**src/core/gp_timer_pkg.sv**
```systemverilog
/*
 * Constants shared by the general purpose timer: configuration codes,
 * half mode codes, event select codes, reset values and RTC divider figures.
 * Assumes nothing of its surroundings.
 */
package gp_timer_pkg;

    // Global configuration codes.
    localparam logic [2:0] CFG_32BIT = 3'h0;
    localparam logic [2:0] CFG_RTC = 3'h1;
    localparam int CFG_16BIT_BIT = 2;

    // Half mode field codes.
    localparam logic [1:0] MODE_ONESHOT = 2'h1;
    localparam logic [1:0] MODE_PERIODIC = 2'h2;
    localparam logic [1:0] MODE_CAPTURE = 2'h3;

    // Event select codes.
    localparam logic [1:0] EVT_RISE = 2'h0;
    localparam logic [1:0] EVT_FALL = 2'h1;
    localparam logic [1:0] EVT_BOTH = 2'h3;

    // Reset values and RTC start and roll values.
    localparam logic [15:0] LOAD16_RESET = 16'hFFFF;
    localparam logic [31:0] LOAD32_RESET = 32'hFFFF_FFFF;
    localparam logic [31:0] RTC_FIRST = 32'h0000_0001;
    localparam logic [31:0] RTC_ROLL = 32'h0000_0000;

    // RTC input clock and the one-second divide.
    localparam int RTC_CLK_HZ = 32768;
    localparam int RTC_DIV = RTC_CLK_HZ;

endpackage

```
**src/core/gp_timer.sv**
```systemverilog
/*
 * General purpose timer with halves A and B, joinable into one 32-bit
 * counter for one-shot, periodic and RTC use. Control and status bits
 * are plain ports. Assumes capture pins are asynchronous and software
 * disables a half before changing its configuration.
 */
`timescale 1ns/100ps
`default_nettype none
module gp_timer
    import gp_timer_pkg::*;
#(
    parameter int RTC_DIVIDE = RTC_DIV
)
(
    // Clock and reset.
    input wire logic clock,
    input wire logic rst_b,
    // Global configuration.
    input wire logic [2:0] global_config_reg,
    // Timer A mode.
    input wire logic [1:0] a_mode_field,
    input wire logic a_capture_mode_bit,
    input wire logic a_alternate_mode_select_bit,
    // Timer B mode.
    input wire logic [1:0] b_mode_field,
    input wire logic b_capture_mode_bit,
    input wire logic b_alternate_mode_select_bit,
    // Control; enable bits are set here and may be cleared by hardware.
    input wire logic a_enable_set,
    input wire logic a_enable_clear,
    input wire logic b_enable_set,
    input wire logic b_enable_clear,
    input wire logic a_stall_bit,
    input wire logic b_stall_bit,
    input wire logic rtc_stall_override_bit,
    input wire logic [1:0] a_event_select,
    input wire logic [1:0] b_event_select,
    input wire logic a_pwm_level_invert_bit,
    input wire logic b_pwm_level_invert_bit,
    // Load, match and prescale values.
    input wire logic [31:0] a_interval_load_reg,
    input wire logic [15:0] b_interval_load_reg,
    input wire logic [31:0] a_match_reg,
    input wire logic [15:0] b_match_reg,
    input wire logic [7:0] a_prescale_reg,
    input wire logic [7:0] b_prescale_reg,
    input wire logic [7:0] a_prescale_match_reg,
    input wire logic [7:0] b_prescale_match_reg,
    // Interrupt mask and clear; clear bits are one-cycle write-one pulses.
    input wire logic [5:0] irq_mask_reg,
    input wire logic [5:0] irq_clear_reg,
    // Capture pins.
    input wire logic capture_pin_zero,
    input wire logic capture_pin_one,
    // Status outputs.
    output logic a_enable_bit,
    output logic b_enable_bit,
    output logic [5:0] raw_irq_status_reg,
    output logic [5:0] masked_irq_status_reg,
    output logic [31:0] a_timer_value_reg,
    output logic [15:0] b_timer_value_reg,
    output logic a_pwm_out,
    output logic b_pwm_out
);

    // Status bit order: A time-out, A match, A event, RTC, B time-out, B event (B match shares B event).
    localparam int ST_A_TO = 0;
    localparam int ST_A_MATCH = 1;
    localparam int ST_A_EVT = 2;
    localparam int ST_RTC = 3;
    localparam int ST_B_TO = 4;
    localparam int ST_B_EVT = 5;

    logic [1:0] pin0_s_r, pin1_s_r;
    logic a_en_r, a_en_nxt, b_en_r, b_en_nxt;
    logic [5:0] ris_r, ris_nxt;
    logic [31:0] c32_r, c32_nxt;
    logic [15:0] rtc_div_r, rtc_div_nxt;
    logic rtc_first_r, rtc_first_nxt, rtc_pin_d_r;
    logic mode16, mode32, mode_rtc, stall32;
    logic a_to, a_cm, a_ce, a_dis, b_to, b_cm, b_ce, b_dis;
    logic to32, dis32, rtc_match, rtc_sec;
    logic [15:0] a_val16, a_cnt16, b_cnt16;
    logic b_cm_unused;

    assign mode16 = global_config_reg[CFG_16BIT_BIT];
    assign mode32 = global_config_reg == CFG_32BIT;
    assign mode_rtc = global_config_reg == CFG_RTC;

    // Two-flop synchronisers for the asynchronous capture pins.
    always_ff @(posedge clock or negedge rst_b)
    begin
        if (!rst_b)
        begin
            pin0_s_r <= 2'b00;
            pin1_s_r <= 2'b00;
        end
        else
        begin
            pin0_s_r <= {pin0_s_r[0], capture_pin_zero};
            pin1_s_r <= {pin1_s_r[0], capture_pin_one};
        end
    end

    // Both halves are built alike; in 32-bit modes both halves idle.
    gp_timer_half #(.WIDTH(16)) u_half_a (
        .clock(clock),
        .rst_b(rst_b),
        .active(mode16),
        .enable(a_en_r && mode16),
        .stall(a_stall_bit),
        .half_mode_field(a_mode_field),
        .capture_mode_bit(a_capture_mode_bit),
        .alternate_mode_select_bit(a_alternate_mode_select_bit),
        .event_select(a_event_select),
        .pwm_level_invert_bit(a_pwm_level_invert_bit),
        .interval_load_reg(a_interval_load_reg[15:0]),
        .match_reg(a_match_reg[15:0]),
        .prescale_reg(a_prescale_reg),
        .prescale_match_reg(a_prescale_match_reg),
        .pin_sync(pin0_s_r[1]),
        .timeout_evt(a_to),
        .cap_match_evt(a_cm),
        .cap_event_evt(a_ce),
        .auto_disable(a_dis),
        .count_value(a_cnt16),
        .timer_value_reg(a_val16),
        .pwm_out(a_pwm_out)
    );

    gp_timer_half #(.WIDTH(16)) u_half_b (
        .clock(clock),
        .rst_b(rst_b),
        .active(mode16),
        .enable(b_en_r && mode16),
        .stall(b_stall_bit),
        .half_mode_field(b_mode_field),
        .capture_mode_bit(b_capture_mode_bit),
        .alternate_mode_select_bit(b_alternate_mode_select_bit),
        .event_select(b_event_select),
        .pwm_level_invert_bit(b_pwm_level_invert_bit),
        .interval_load_reg(b_interval_load_reg),
        .match_reg(b_match_reg),
        .prescale_reg(b_prescale_reg),
        .prescale_match_reg(b_prescale_match_reg),
        .pin_sync(pin1_s_r[1]),
        .timeout_evt(b_to),
        .cap_match_evt(b_cm),
        .cap_event_evt(b_ce),
        .auto_disable(b_dis),
        .count_value(b_cnt16),
        .timer_value_reg(b_timer_value_reg),
        .pwm_out(b_pwm_out)
    );

    // Half B shares a match status bit with B edge-time in this map.
    assign b_cm_unused = b_cm;

    // Stall override lets the RTC ignore both stall bits.
    assign stall32 = mode_rtc ? ((a_stall_bit || b_stall_bit) && !rtc_stall_override_bit)
        : a_stall_bit;
    assign rtc_sec = rtc_div_r == 16'(RTC_DIVIDE - 1);
    assign rtc_match = mode_rtc && a_en_r && c32_r == a_match_reg;

    // Joined 32-bit counter: one-shot, periodic and RTC.
    always_comb
    begin
        c32_nxt = c32_r;
        rtc_div_nxt = rtc_div_r;
        rtc_first_nxt = rtc_first_r;
        to32 = 1'b0;
        dis32 = 1'b0;
        if (!a_en_r || mode16)
        begin
            c32_nxt = mode_rtc && rtc_first_r ? RTC_FIRST : a_interval_load_reg;
            rtc_div_nxt = 16'h0000;
        end
        else if (mode32 && !stall32)
        begin
            if (c32_r == 32'h0000_0000)
            begin
                c32_nxt = a_interval_load_reg;
                to32 = 1'b1;
                dis32 = (a_mode_field == MODE_ONESHOT);
            end
            else
            begin
                c32_nxt = c32_r - 32'h0000_0001;
            end
        end
        else if (mode_rtc && !stall32)
        begin
            rtc_first_nxt = 1'b0;
            // The pin clock is counted on its rising edges, then divided to seconds.
            if (pin0_s_r[1] && !rtc_pin_d_r)
            begin
                rtc_div_nxt = rtc_sec ? 16'h0000 : rtc_div_r + 16'h0001;
                if (rtc_sec)
                begin
                    c32_nxt = rtc_match ? RTC_ROLL : c32_r + 32'h0000_0001;
                end
            end
        end
    end

    // Enable bits: software sets, software or hardware clears.
    always_comb
    begin
        a_en_nxt = a_en_r;
        b_en_nxt = b_en_r;
        if (a_enable_set)
        begin
            a_en_nxt = 1'b1;
        end
        if (a_enable_clear || a_dis || dis32)
        begin
            a_en_nxt = 1'b0;
        end
        if (b_enable_set)
        begin
            b_en_nxt = 1'b1;
        end
        if (b_enable_clear || b_dis)
        begin
            b_en_nxt = 1'b0;
        end
    end

    // Sticky status: a new event wins over a clear in the same cycle.
    always_comb
    begin
        ris_nxt = ris_r & ~irq_clear_reg;
        if (a_to || to32)
        begin
            ris_nxt[ST_A_TO] = 1'b1;
        end
        if (a_cm)
        begin
            ris_nxt[ST_A_MATCH] = 1'b1;
        end
        if (a_ce)
        begin
            ris_nxt[ST_A_EVT] = 1'b1;
        end
        if (rtc_match && rtc_sec && pin0_s_r[1] && !rtc_pin_d_r && !stall32)
        begin
            ris_nxt[ST_RTC] = 1'b1;
        end
        if (b_to)
        begin
            ris_nxt[ST_B_TO] = 1'b1;
        end
        if (b_ce || b_cm)
        begin
            ris_nxt[ST_B_EVT] = 1'b1;
        end
    end

    // State registers of the top.
    always_ff @(posedge clock or negedge rst_b)
    begin
        if (!rst_b)
        begin
            a_en_r <= 1'b0;
            b_en_r <= 1'b0;
            ris_r <= 6'h00;
            c32_r <= LOAD32_RESET;
            rtc_div_r <= 16'h0000;
            rtc_first_r <= 1'b1;
            rtc_pin_d_r <= 1'b0;
        end
        else
        begin
            a_en_r <= a_en_nxt;
            b_en_r <= b_en_nxt;
            ris_r <= ris_nxt;
            c32_r <= c32_nxt;
            rtc_div_r <= rtc_div_nxt;
            rtc_first_r <= rtc_first_nxt;
            rtc_pin_d_r <= pin0_s_r[1];
        end
    end

    assign a_enable_bit = a_en_r;
    assign b_enable_bit = b_en_r;
    assign raw_irq_status_reg = ris_r;
    assign masked_irq_status_reg = ris_r & irq_mask_reg;
    assign a_timer_value_reg = mode16 ? {16'h0000, a_val16} : c32_r;

    chk_oneshot_stop: assert property (@(posedge clock) disable iff (!rst_b)
        (mode32 && a_mode_field == MODE_ONESHOT && a_en_r && !stall32 && c32_r == '0
         && !a_enable_set) |=> !a_en_r && ris_r[ST_A_TO])
        else $error("one-shot did not stop with flag");
    chk_flag_sticky: assert property (@(posedge clock) disable iff (!rst_b)
        (ris_r[ST_A_TO] && !irq_clear_reg[ST_A_TO]) |=> ris_r[ST_A_TO])
        else $error("time-out flag lost without clear");
    chk_match_sticky: assert property (@(posedge clock) disable iff (!rst_b)
        (ris_r[ST_A_MATCH] && !irq_clear_reg[ST_A_MATCH]) |=> ris_r[ST_A_MATCH])
        else $error("match flag lost without clear");
    chk_periodic_run: assert property (@(posedge clock) disable iff (!rst_b)
        (mode32 && a_mode_field == MODE_PERIODIC && a_en_r && !stall32 && c32_r == '0
         && !a_enable_clear) |=> a_en_r && c32_r == $past(a_interval_load_reg))
        else $error("periodic did not reload");
    chk_edge_count_stop: assert property (@(posedge clock) disable iff (!rst_b)
        (a_cm && !a_enable_set) |=> !a_en_r && ris_r[ST_A_MATCH])
        else $error("edge count did not stop");

endmodule
`default_nettype wire

```
**src/core/gp_timer_half.sv**
```systemverilog
/*
 * One 16-bit timer half: one-shot, periodic, edge count, edge time and PWM.
 * Assumes synchronised capture pin input and configuration held stable
 * while the half is enabled.
 */
`timescale 1ns/100ps
`default_nettype none
module gp_timer_half
    import gp_timer_pkg::*;
#(
    parameter int WIDTH = 16
)
(
    // Clock and reset.
    input wire logic clock,
    input wire logic rst_b,
    // Configuration.
    input wire logic active,
    input wire logic enable,
    input wire logic stall,
    input wire logic [1:0] half_mode_field,
    input wire logic capture_mode_bit,
    input wire logic alternate_mode_select_bit,
    input wire logic [1:0] event_select,
    input wire logic pwm_level_invert_bit,
    input wire logic [WIDTH-1:0] interval_load_reg,
    input wire logic [WIDTH-1:0] match_reg,
    input wire logic [7:0] prescale_reg,
    input wire logic [7:0] prescale_match_reg,
    // Synchronised capture pin.
    input wire logic pin_sync,
    // Status and results.
    output logic timeout_evt,
    output logic cap_match_evt,
    output logic cap_event_evt,
    output logic auto_disable,
    output logic [WIDTH-1:0] count_value,
    output logic [WIDTH-1:0] timer_value_reg,
    output logic pwm_out
);

    logic [WIDTH-1:0] cnt_r, cnt_nxt, cap_r, cap_nxt;
    logic [7:0] pre_r, pre_nxt;
    logic pin_d_r, pwm_r, pwm_nxt, running_r, running_nxt;
    logic edge_hit, is_pwm, is_cap, is_count, is_timer, tick;

    // Selected edge of the capture pin.
    always_comb
    begin
        case (event_select)
            EVT_RISE: edge_hit = pin_sync & ~pin_d_r;
            EVT_FALL: edge_hit = ~pin_sync & pin_d_r;
            EVT_BOTH: edge_hit = pin_sync ^ pin_d_r;
            default: edge_hit = 1'b0;
        endcase
    end

    assign is_pwm = active && alternate_mode_select_bit && !capture_mode_bit
        && half_mode_field == MODE_PERIODIC;
    assign is_cap = active && !alternate_mode_select_bit && half_mode_field == MODE_CAPTURE;
    assign is_count = is_cap && !capture_mode_bit;
    assign is_timer = active && !alternate_mode_select_bit
        && (half_mode_field == MODE_ONESHOT || half_mode_field == MODE_PERIODIC);
    // The prescaler only extends timer and PWM modes; zero means no division.
    assign tick = (pre_r == 8'h00);

    // Next state of counter, prescaler, capture and PWM level.
    always_comb
    begin
        cnt_nxt = cnt_r;
        pre_nxt = pre_r;
        cap_nxt = cap_r;
        pwm_nxt = pwm_r;
        running_nxt = enable;
        timeout_evt = 1'b0;
        cap_match_evt = 1'b0;
        cap_event_evt = 1'b0;
        auto_disable = 1'b0;
        if (!enable)
        begin
            // Disabled halves follow the load value so a restart begins there.
            cnt_nxt = interval_load_reg;
            pre_nxt = prescale_reg;
            pwm_nxt = 1'b0;
        end
        else if (is_count)
        begin
            if (edge_hit)
            begin
                if (cnt_r - 1'b1 == match_reg)
                begin
                    cnt_nxt = interval_load_reg;
                    cap_match_evt = 1'b1;
                    auto_disable = 1'b1;
                end
                else
                begin
                    cnt_nxt = cnt_r - 1'b1;
                end
            end
        end
        else if (is_cap)
        begin
            cnt_nxt = (cnt_r == '0) ? interval_load_reg : cnt_r - 1'b1;
            if (edge_hit)
            begin
                cap_nxt = cnt_r;
                cap_event_evt = 1'b1;
            end
        end
        else if ((is_pwm || is_timer) && !stall)
        begin
            if (!tick)
            begin
                pre_nxt = pre_r - 8'h01;
            end
            else if (cnt_r == '0)
            begin
                cnt_nxt = interval_load_reg;
                pre_nxt = prescale_reg;
                if (is_timer)
                begin
                    timeout_evt = 1'b1;
                    auto_disable = (half_mode_field == MODE_ONESHOT);
                end
            end
            else
            begin
                cnt_nxt = cnt_r - 1'b1;
                pre_nxt = prescale_reg;
            end
            if (is_pwm)
            begin
                // Match compares counter and prescaler together, 24 bits in all.
                if (cnt_r == interval_load_reg)
                begin
                    pwm_nxt = 1'b1;
                end
                else if (cnt_r == match_reg && pre_r == prescale_match_reg)
                begin
                    pwm_nxt = 1'b0;
                end
            end
        end
    end

    // Registers of the half.
    always_ff @(posedge clock or negedge rst_b)
    begin
        if (!rst_b)
        begin
            cnt_r <= LOAD16_RESET[WIDTH-1:0];
            cap_r <= LOAD16_RESET[WIDTH-1:0];
            pre_r <= 8'h00;
            pin_d_r <= 1'b0;
            pwm_r <= 1'b0;
            running_r <= 1'b0;
        end
        else
        begin
            cnt_r <= cnt_nxt;
            cap_r <= cap_nxt;
            pre_r <= pre_nxt;
            pin_d_r <= pin_sync;
            pwm_r <= pwm_nxt;
            running_r <= running_nxt;
        end
    end

    assign count_value = cnt_r;
    // Outside edge-time mode the value register shows the live count.
    assign timer_value_reg = (is_cap && capture_mode_bit) ? cap_r : cnt_r;
    assign pwm_out = (pwm_r && is_pwm) ^ pwm_level_invert_bit;

    chk_cap_hold: assert property (@(posedge clock) disable iff (!rst_b)
        (enable && is_cap && capture_mode_bit && !edge_hit && $stable(capture_mode_bit))
        |=> $stable(cap_r)) else $error("capture value changed without edge");
    chk_pwm_no_flag: assert property (@(posedge clock) disable iff (!rst_b)
        is_pwm |-> !timeout_evt && !cap_match_evt && !cap_event_evt)
        else $error("status event raised in PWM mode");
    chk_cap_copy: assert property (@(posedge clock) disable iff (!rst_b)
        (enable && is_cap && capture_mode_bit && edge_hit) |=> cap_r == $past(cnt_r))
        else $error("capture did not copy count");
    chk_edge_wrap: assert property (@(posedge clock) disable iff (!rst_b)
        (enable && is_cap && capture_mode_bit && cnt_r == '0) |=> cnt_r == $past(interval_load_reg))
        else $error("edge time counter did not reload");

endmodule
`default_nettype wire

```
**config.mk**
```make
export PLATFORM = sky130hd
export DESIGN_NAME = gp_timer
export DESIGN_NICKNAME = d
export VERILOG_FILES = /design/src/core/gp_timer_pkg.sv /design/src/core/gp_timer.sv /design/src/core/gp_timer_half.sv
export SDC_FILE = /design/constraint.sdc
export NUM_CORES = 1
export LEC_CHECK = 0
export BUFFER_PORTS_ARGS = -buffer_cell sky130_fd_sc_hd__clkbuf_2
export CORE_ASPECT_RATIO = 0.6
export CORE_MARGIN = 5
export CORE_UTILIZATION = 55
export DETAILED_ROUTE_END_ITERATION = 6
export GPL_ROUTABILITY_DRIVEN = 0
export PLACE_DENSITY = 0.79
export SLEW_MARGIN = 30
export SYNTH_ARGS = -nofsm -noshare
export SYNTH_HDL_FRONTEND = slang
export SYNTH_HIERARCHICAL = 1
export SYNTH_SLANG_ARGS = --single-unit
```
**constraint.sdc**
```tcl
create_clock -name clock -period 7.5 [get_ports clock]
set_input_delay 0.375 -clock clock [delete_from_list [all_inputs] [get_ports clock]]
set_output_delay 0.375 -clock clock [all_outputs]
set_load 0.05 [all_outputs]
```
==> run metrics <==
flop2flop setup slack=3.85 ns; Congestion Overflow GR=0; I/O pin count=232; crit-path cells=nor4_1 -> nor4b_4 -> nand3_1 -> nand3_2 -> nor2_1 -> a22oi_1 -> o211ai_1; Post-synth EDFFs=0; Worst Path Arrival=3.98 ns; clk sinks=146; Setup TNS=0 ns; Post-synth ARST share=100.0%; Mapped Cells=1439; CP max FO=19; final hold vios=0; sequential share of the synthesized area=30.63%; Post-CTS Resized=0; worst vdd ir=0.1611 mV; Tmin final=3.648 ns; first-pass GRT wire length=65380 um; Critical Path Slowest Stage Cell=nor4_1; combinational share of power=26.5%; Mapped Nets=1627; clk_lat worst skew=0.43 ns; hold crit path type=in2reg; WHS Endpoint=pin1_s_r[0]; antenna diode count=0; Max Cap Viol=0; Avg Cell Area, Syn=8.564 um^2; r2r endpoint=c32_r[21]; post-route ant nets=0; launching point of the worst reg2reg path=c32_r[18]; status=complete, but fails checks; Largest register FFs=32; Pre-antenna DRT Iters=7; f_max=0.2741 GHz; Setup crit start kind=register; GRT Util Overall=32.17%; DR WL/cell=22.73 um; Die ar.=25600 um^2; # DRC=13; Max clock buf depth=2; DRT iter0 DRCs=1948; Port Buf Inserts=231; NetSw=0.9476 mW; Final Max Tran Viols=0; Std-Cell Rows=42; Layout area overhead=14.04%; Pwr per Cell Area=188.3 nW/um^2; Reg with most FFs=c32_r; Post-Route WL=43070 um; final instance area=14050 um^2; Synth Warn #=6; final period utilization=48.64%; Clock power frac=34.1%; Starting Density=55.97%; R2R cell count=7; layout cells sized above 1=30.52%; register bit total from synthesis=146; leakage dissipation=5.706 nW; synth unique cells=99; hold depth=1; CP Class=reg2reg; switch share=35.81%; Die X=203.2 um; # nets final=1784; Internal=1.699 mW; initial antenna violation count=3; Worst Max-Slew Pin Slew=1.105 ns; clock-pin transition on the worst setup and hold timing paths=0.07 ns; clock root buffer=clkbuf_16; RSZ-0062 raised after global routing=no; clock tree from TritonCTS=done; Clock Skew=0.01015 ns; ys flop type=dfstp_2; # fillers=1866; Worst Min Path Start=capture_pin_one; DR vias=12540; vias per cell=6.615; Detailed Place HPWL=32730 um; TritonCTS Buffers=17; Rel. slew slack=25.67%; vias in the first global route=11600; sequential power share=39.3%; Die H=125.9 um; violated checks=design-rule violations; area of placed instances=13390 um^2; worst endpoint required time=7.83 ns; CTS H-tree depth=4; Core Region=22020 um^2; final setup fails=0; Critical Path End Type=register; largest net degree at the start of global routing=90; crit-path max cell delay=0.75 ns; Post-Syn Area=12320 um^2
[worst max-delay path by stage]
stage,from,endpoint,depth (start not counted)
after detailed placement,global_config_reg[2],c32_r[19],10
after CTS,u_half_b/count_value[0],u_half_b/count_value[3],10
after global placement,global_config_reg[2],c32_r[13],10
after floorplan,u_half_b/count_value[0],u_half_b/count_value[3],11
after global routing,u_half_b/count_value[0],u_half_b/count_value[3],10
final,c32_r[18],c32_r[21],7
[per-layer routing]
layer | global-route usage [%] | up-vias | share of wire (%)
met5 | 1.316 | - | 0.19
met4 | 5.272 | 8 | 1.5
li1 | - | 5544 | -
met3 | 15.44 | 112 | 16
met2 | 40.70 | 923 | 38
met1 | 49.36 | 5949 | 44
[kinds of logic after synthesis]
kind of cell               count (synthesis)  synth area share, %
AOI/OAI and AO/OA                        293                16.15
buffers and inverters                    156                5.950
adders and majority gates                 20                2.031
xor gates and xnor gates                 175                12.57
muxes                                     81                7.534
and+or+nand+nor                          568                25.13
DFF                                      146                30.63
[area by class of cell]
type	instances	area, um^2	area share (%)
timing repair buffer	243	1275	9.072
multi-input combinational	1137	7848	55.84
clock buffer	23	478.0	3.401
sequential	146	3775	26.86
clock inverter	9	128.9	0.9170
inverter	51	191.4	1.362
tap	286	357.8	2.546
[cell usage after synthesis (all sizes together) (4+ instances only)]
library cell  count  share of area [%]
nand3            48                2.0
mux2i             5               0.41
a22oi            10               0.61
a32oi             6               0.43
nor2b            16               0.81
clkbuf           73                2.3
a211oi            8               0.53
a21o              8               0.49
or4              14               0.97
o22ai            17               0.91
and2             16               0.81
and4              9               0.64
a2bb2oi           8               0.57
mux2             76                7.1
buf              32                2.1
nor2            118                3.6
nor4             42                2.7
o21a              6               0.37
ha               20                2.0
nor3             59                2.7
dfrtp            49                 10
nand2b            9               0.46
dfstp            97                 21
o211ai           14               0.89
and3b             4               0.28
a21oi            60                2.4
o221ai            4               0.28
xor2             58                4.1
a221oi            7               0.50
inv              51                1.6
o21ai            75                3.1
a22o              6               0.43
nand2           127                3.9
nor3b             9               0.59
a21boi            5               0.30
and3              9               0.46
o311a             5               0.41
xnor2           116                8.2
nand4            51                2.6
a31oi             8               0.41
a211o             5               0.37
a221o             6               0.49
or3              17               0.86
[what timing repair did]
action,CTS,global route
hold endpoints to repair,0,13
hold buffers,0,1
setup buffers,0,0
[stage by stage]
step	total power, mW	util, %	setup slack [ns]	instances	hold WS [ns]
2_1_floorplan	1.494	-	4.468	1439	0.07941
3_3_place_gp	1.702	60.78	4.089	1861	0.3359
3_5_place_dp	1.718	60.80	3.905	1861	0.3393
4_1_cts	2.620	63.56	4.074	1893	0.03932
5_1_grt	2.738	63.83	3.698	1895	0.03723
6_report	2.646	63.83	3.852	1895	0.05022
[worst max-delay path: cells and delay by family, from the launching register on]
family / cells / cell delay (ns)
simple gates: 5 / 2.66
compound gates: 2 / 0.44
flops: 1 / 0.43
[cell usage in the layout (no fill, tap or decap), types with 9 or more instances in the layout]
| cell | count |
|---|---|
| buf_4 | 10 |
| dfrtp_1 | 49 |
| o21ai_0 | 73 |
| o211ai_1 | 13 |
| ha_1 | 20 |
| nand4_1 | 51 |
| nand3_1 | 45 |
| dfstp_2 | 97 |
| a21oi_1 | 59 |
| nor3_1 | 52 |
| o22ai_1 | 16 |
| inv_1 | 51 |
| nor2_1 | 117 |
| xnor2_1 | 116 |
| nor2b_1 | 16 |
| and2_1 | 16 |
| nand2_1 | 127 |
| clkbuf_2 | 230 |
| xor2_1 | 58 |
| nand2b_1 | 9 |
| or3_1 | 17 |
| a22oi_1 | 10 |
| and3_1 | 9 |
| mux2_2 | 70 |
| or4_1 | 10 |
| nor4_1 | 34 |
| clkbuf_16 | 17 |
| and4_1 | 9 |
[power groups by stage]
stage	registers, mW	clock network, mW	logic [mW]
3_3_place_gp	1.04	0	0.663
4_1_cts	1.03	0.910	0.680
5_1_grt	1.05	0.945	0.745
3_5_place_dp	1.04	0	0.676
2_1_floorplan	0.924	0	0.569
6_report	1.04	0.903	0.702
(Power assumes the default switching activity.)
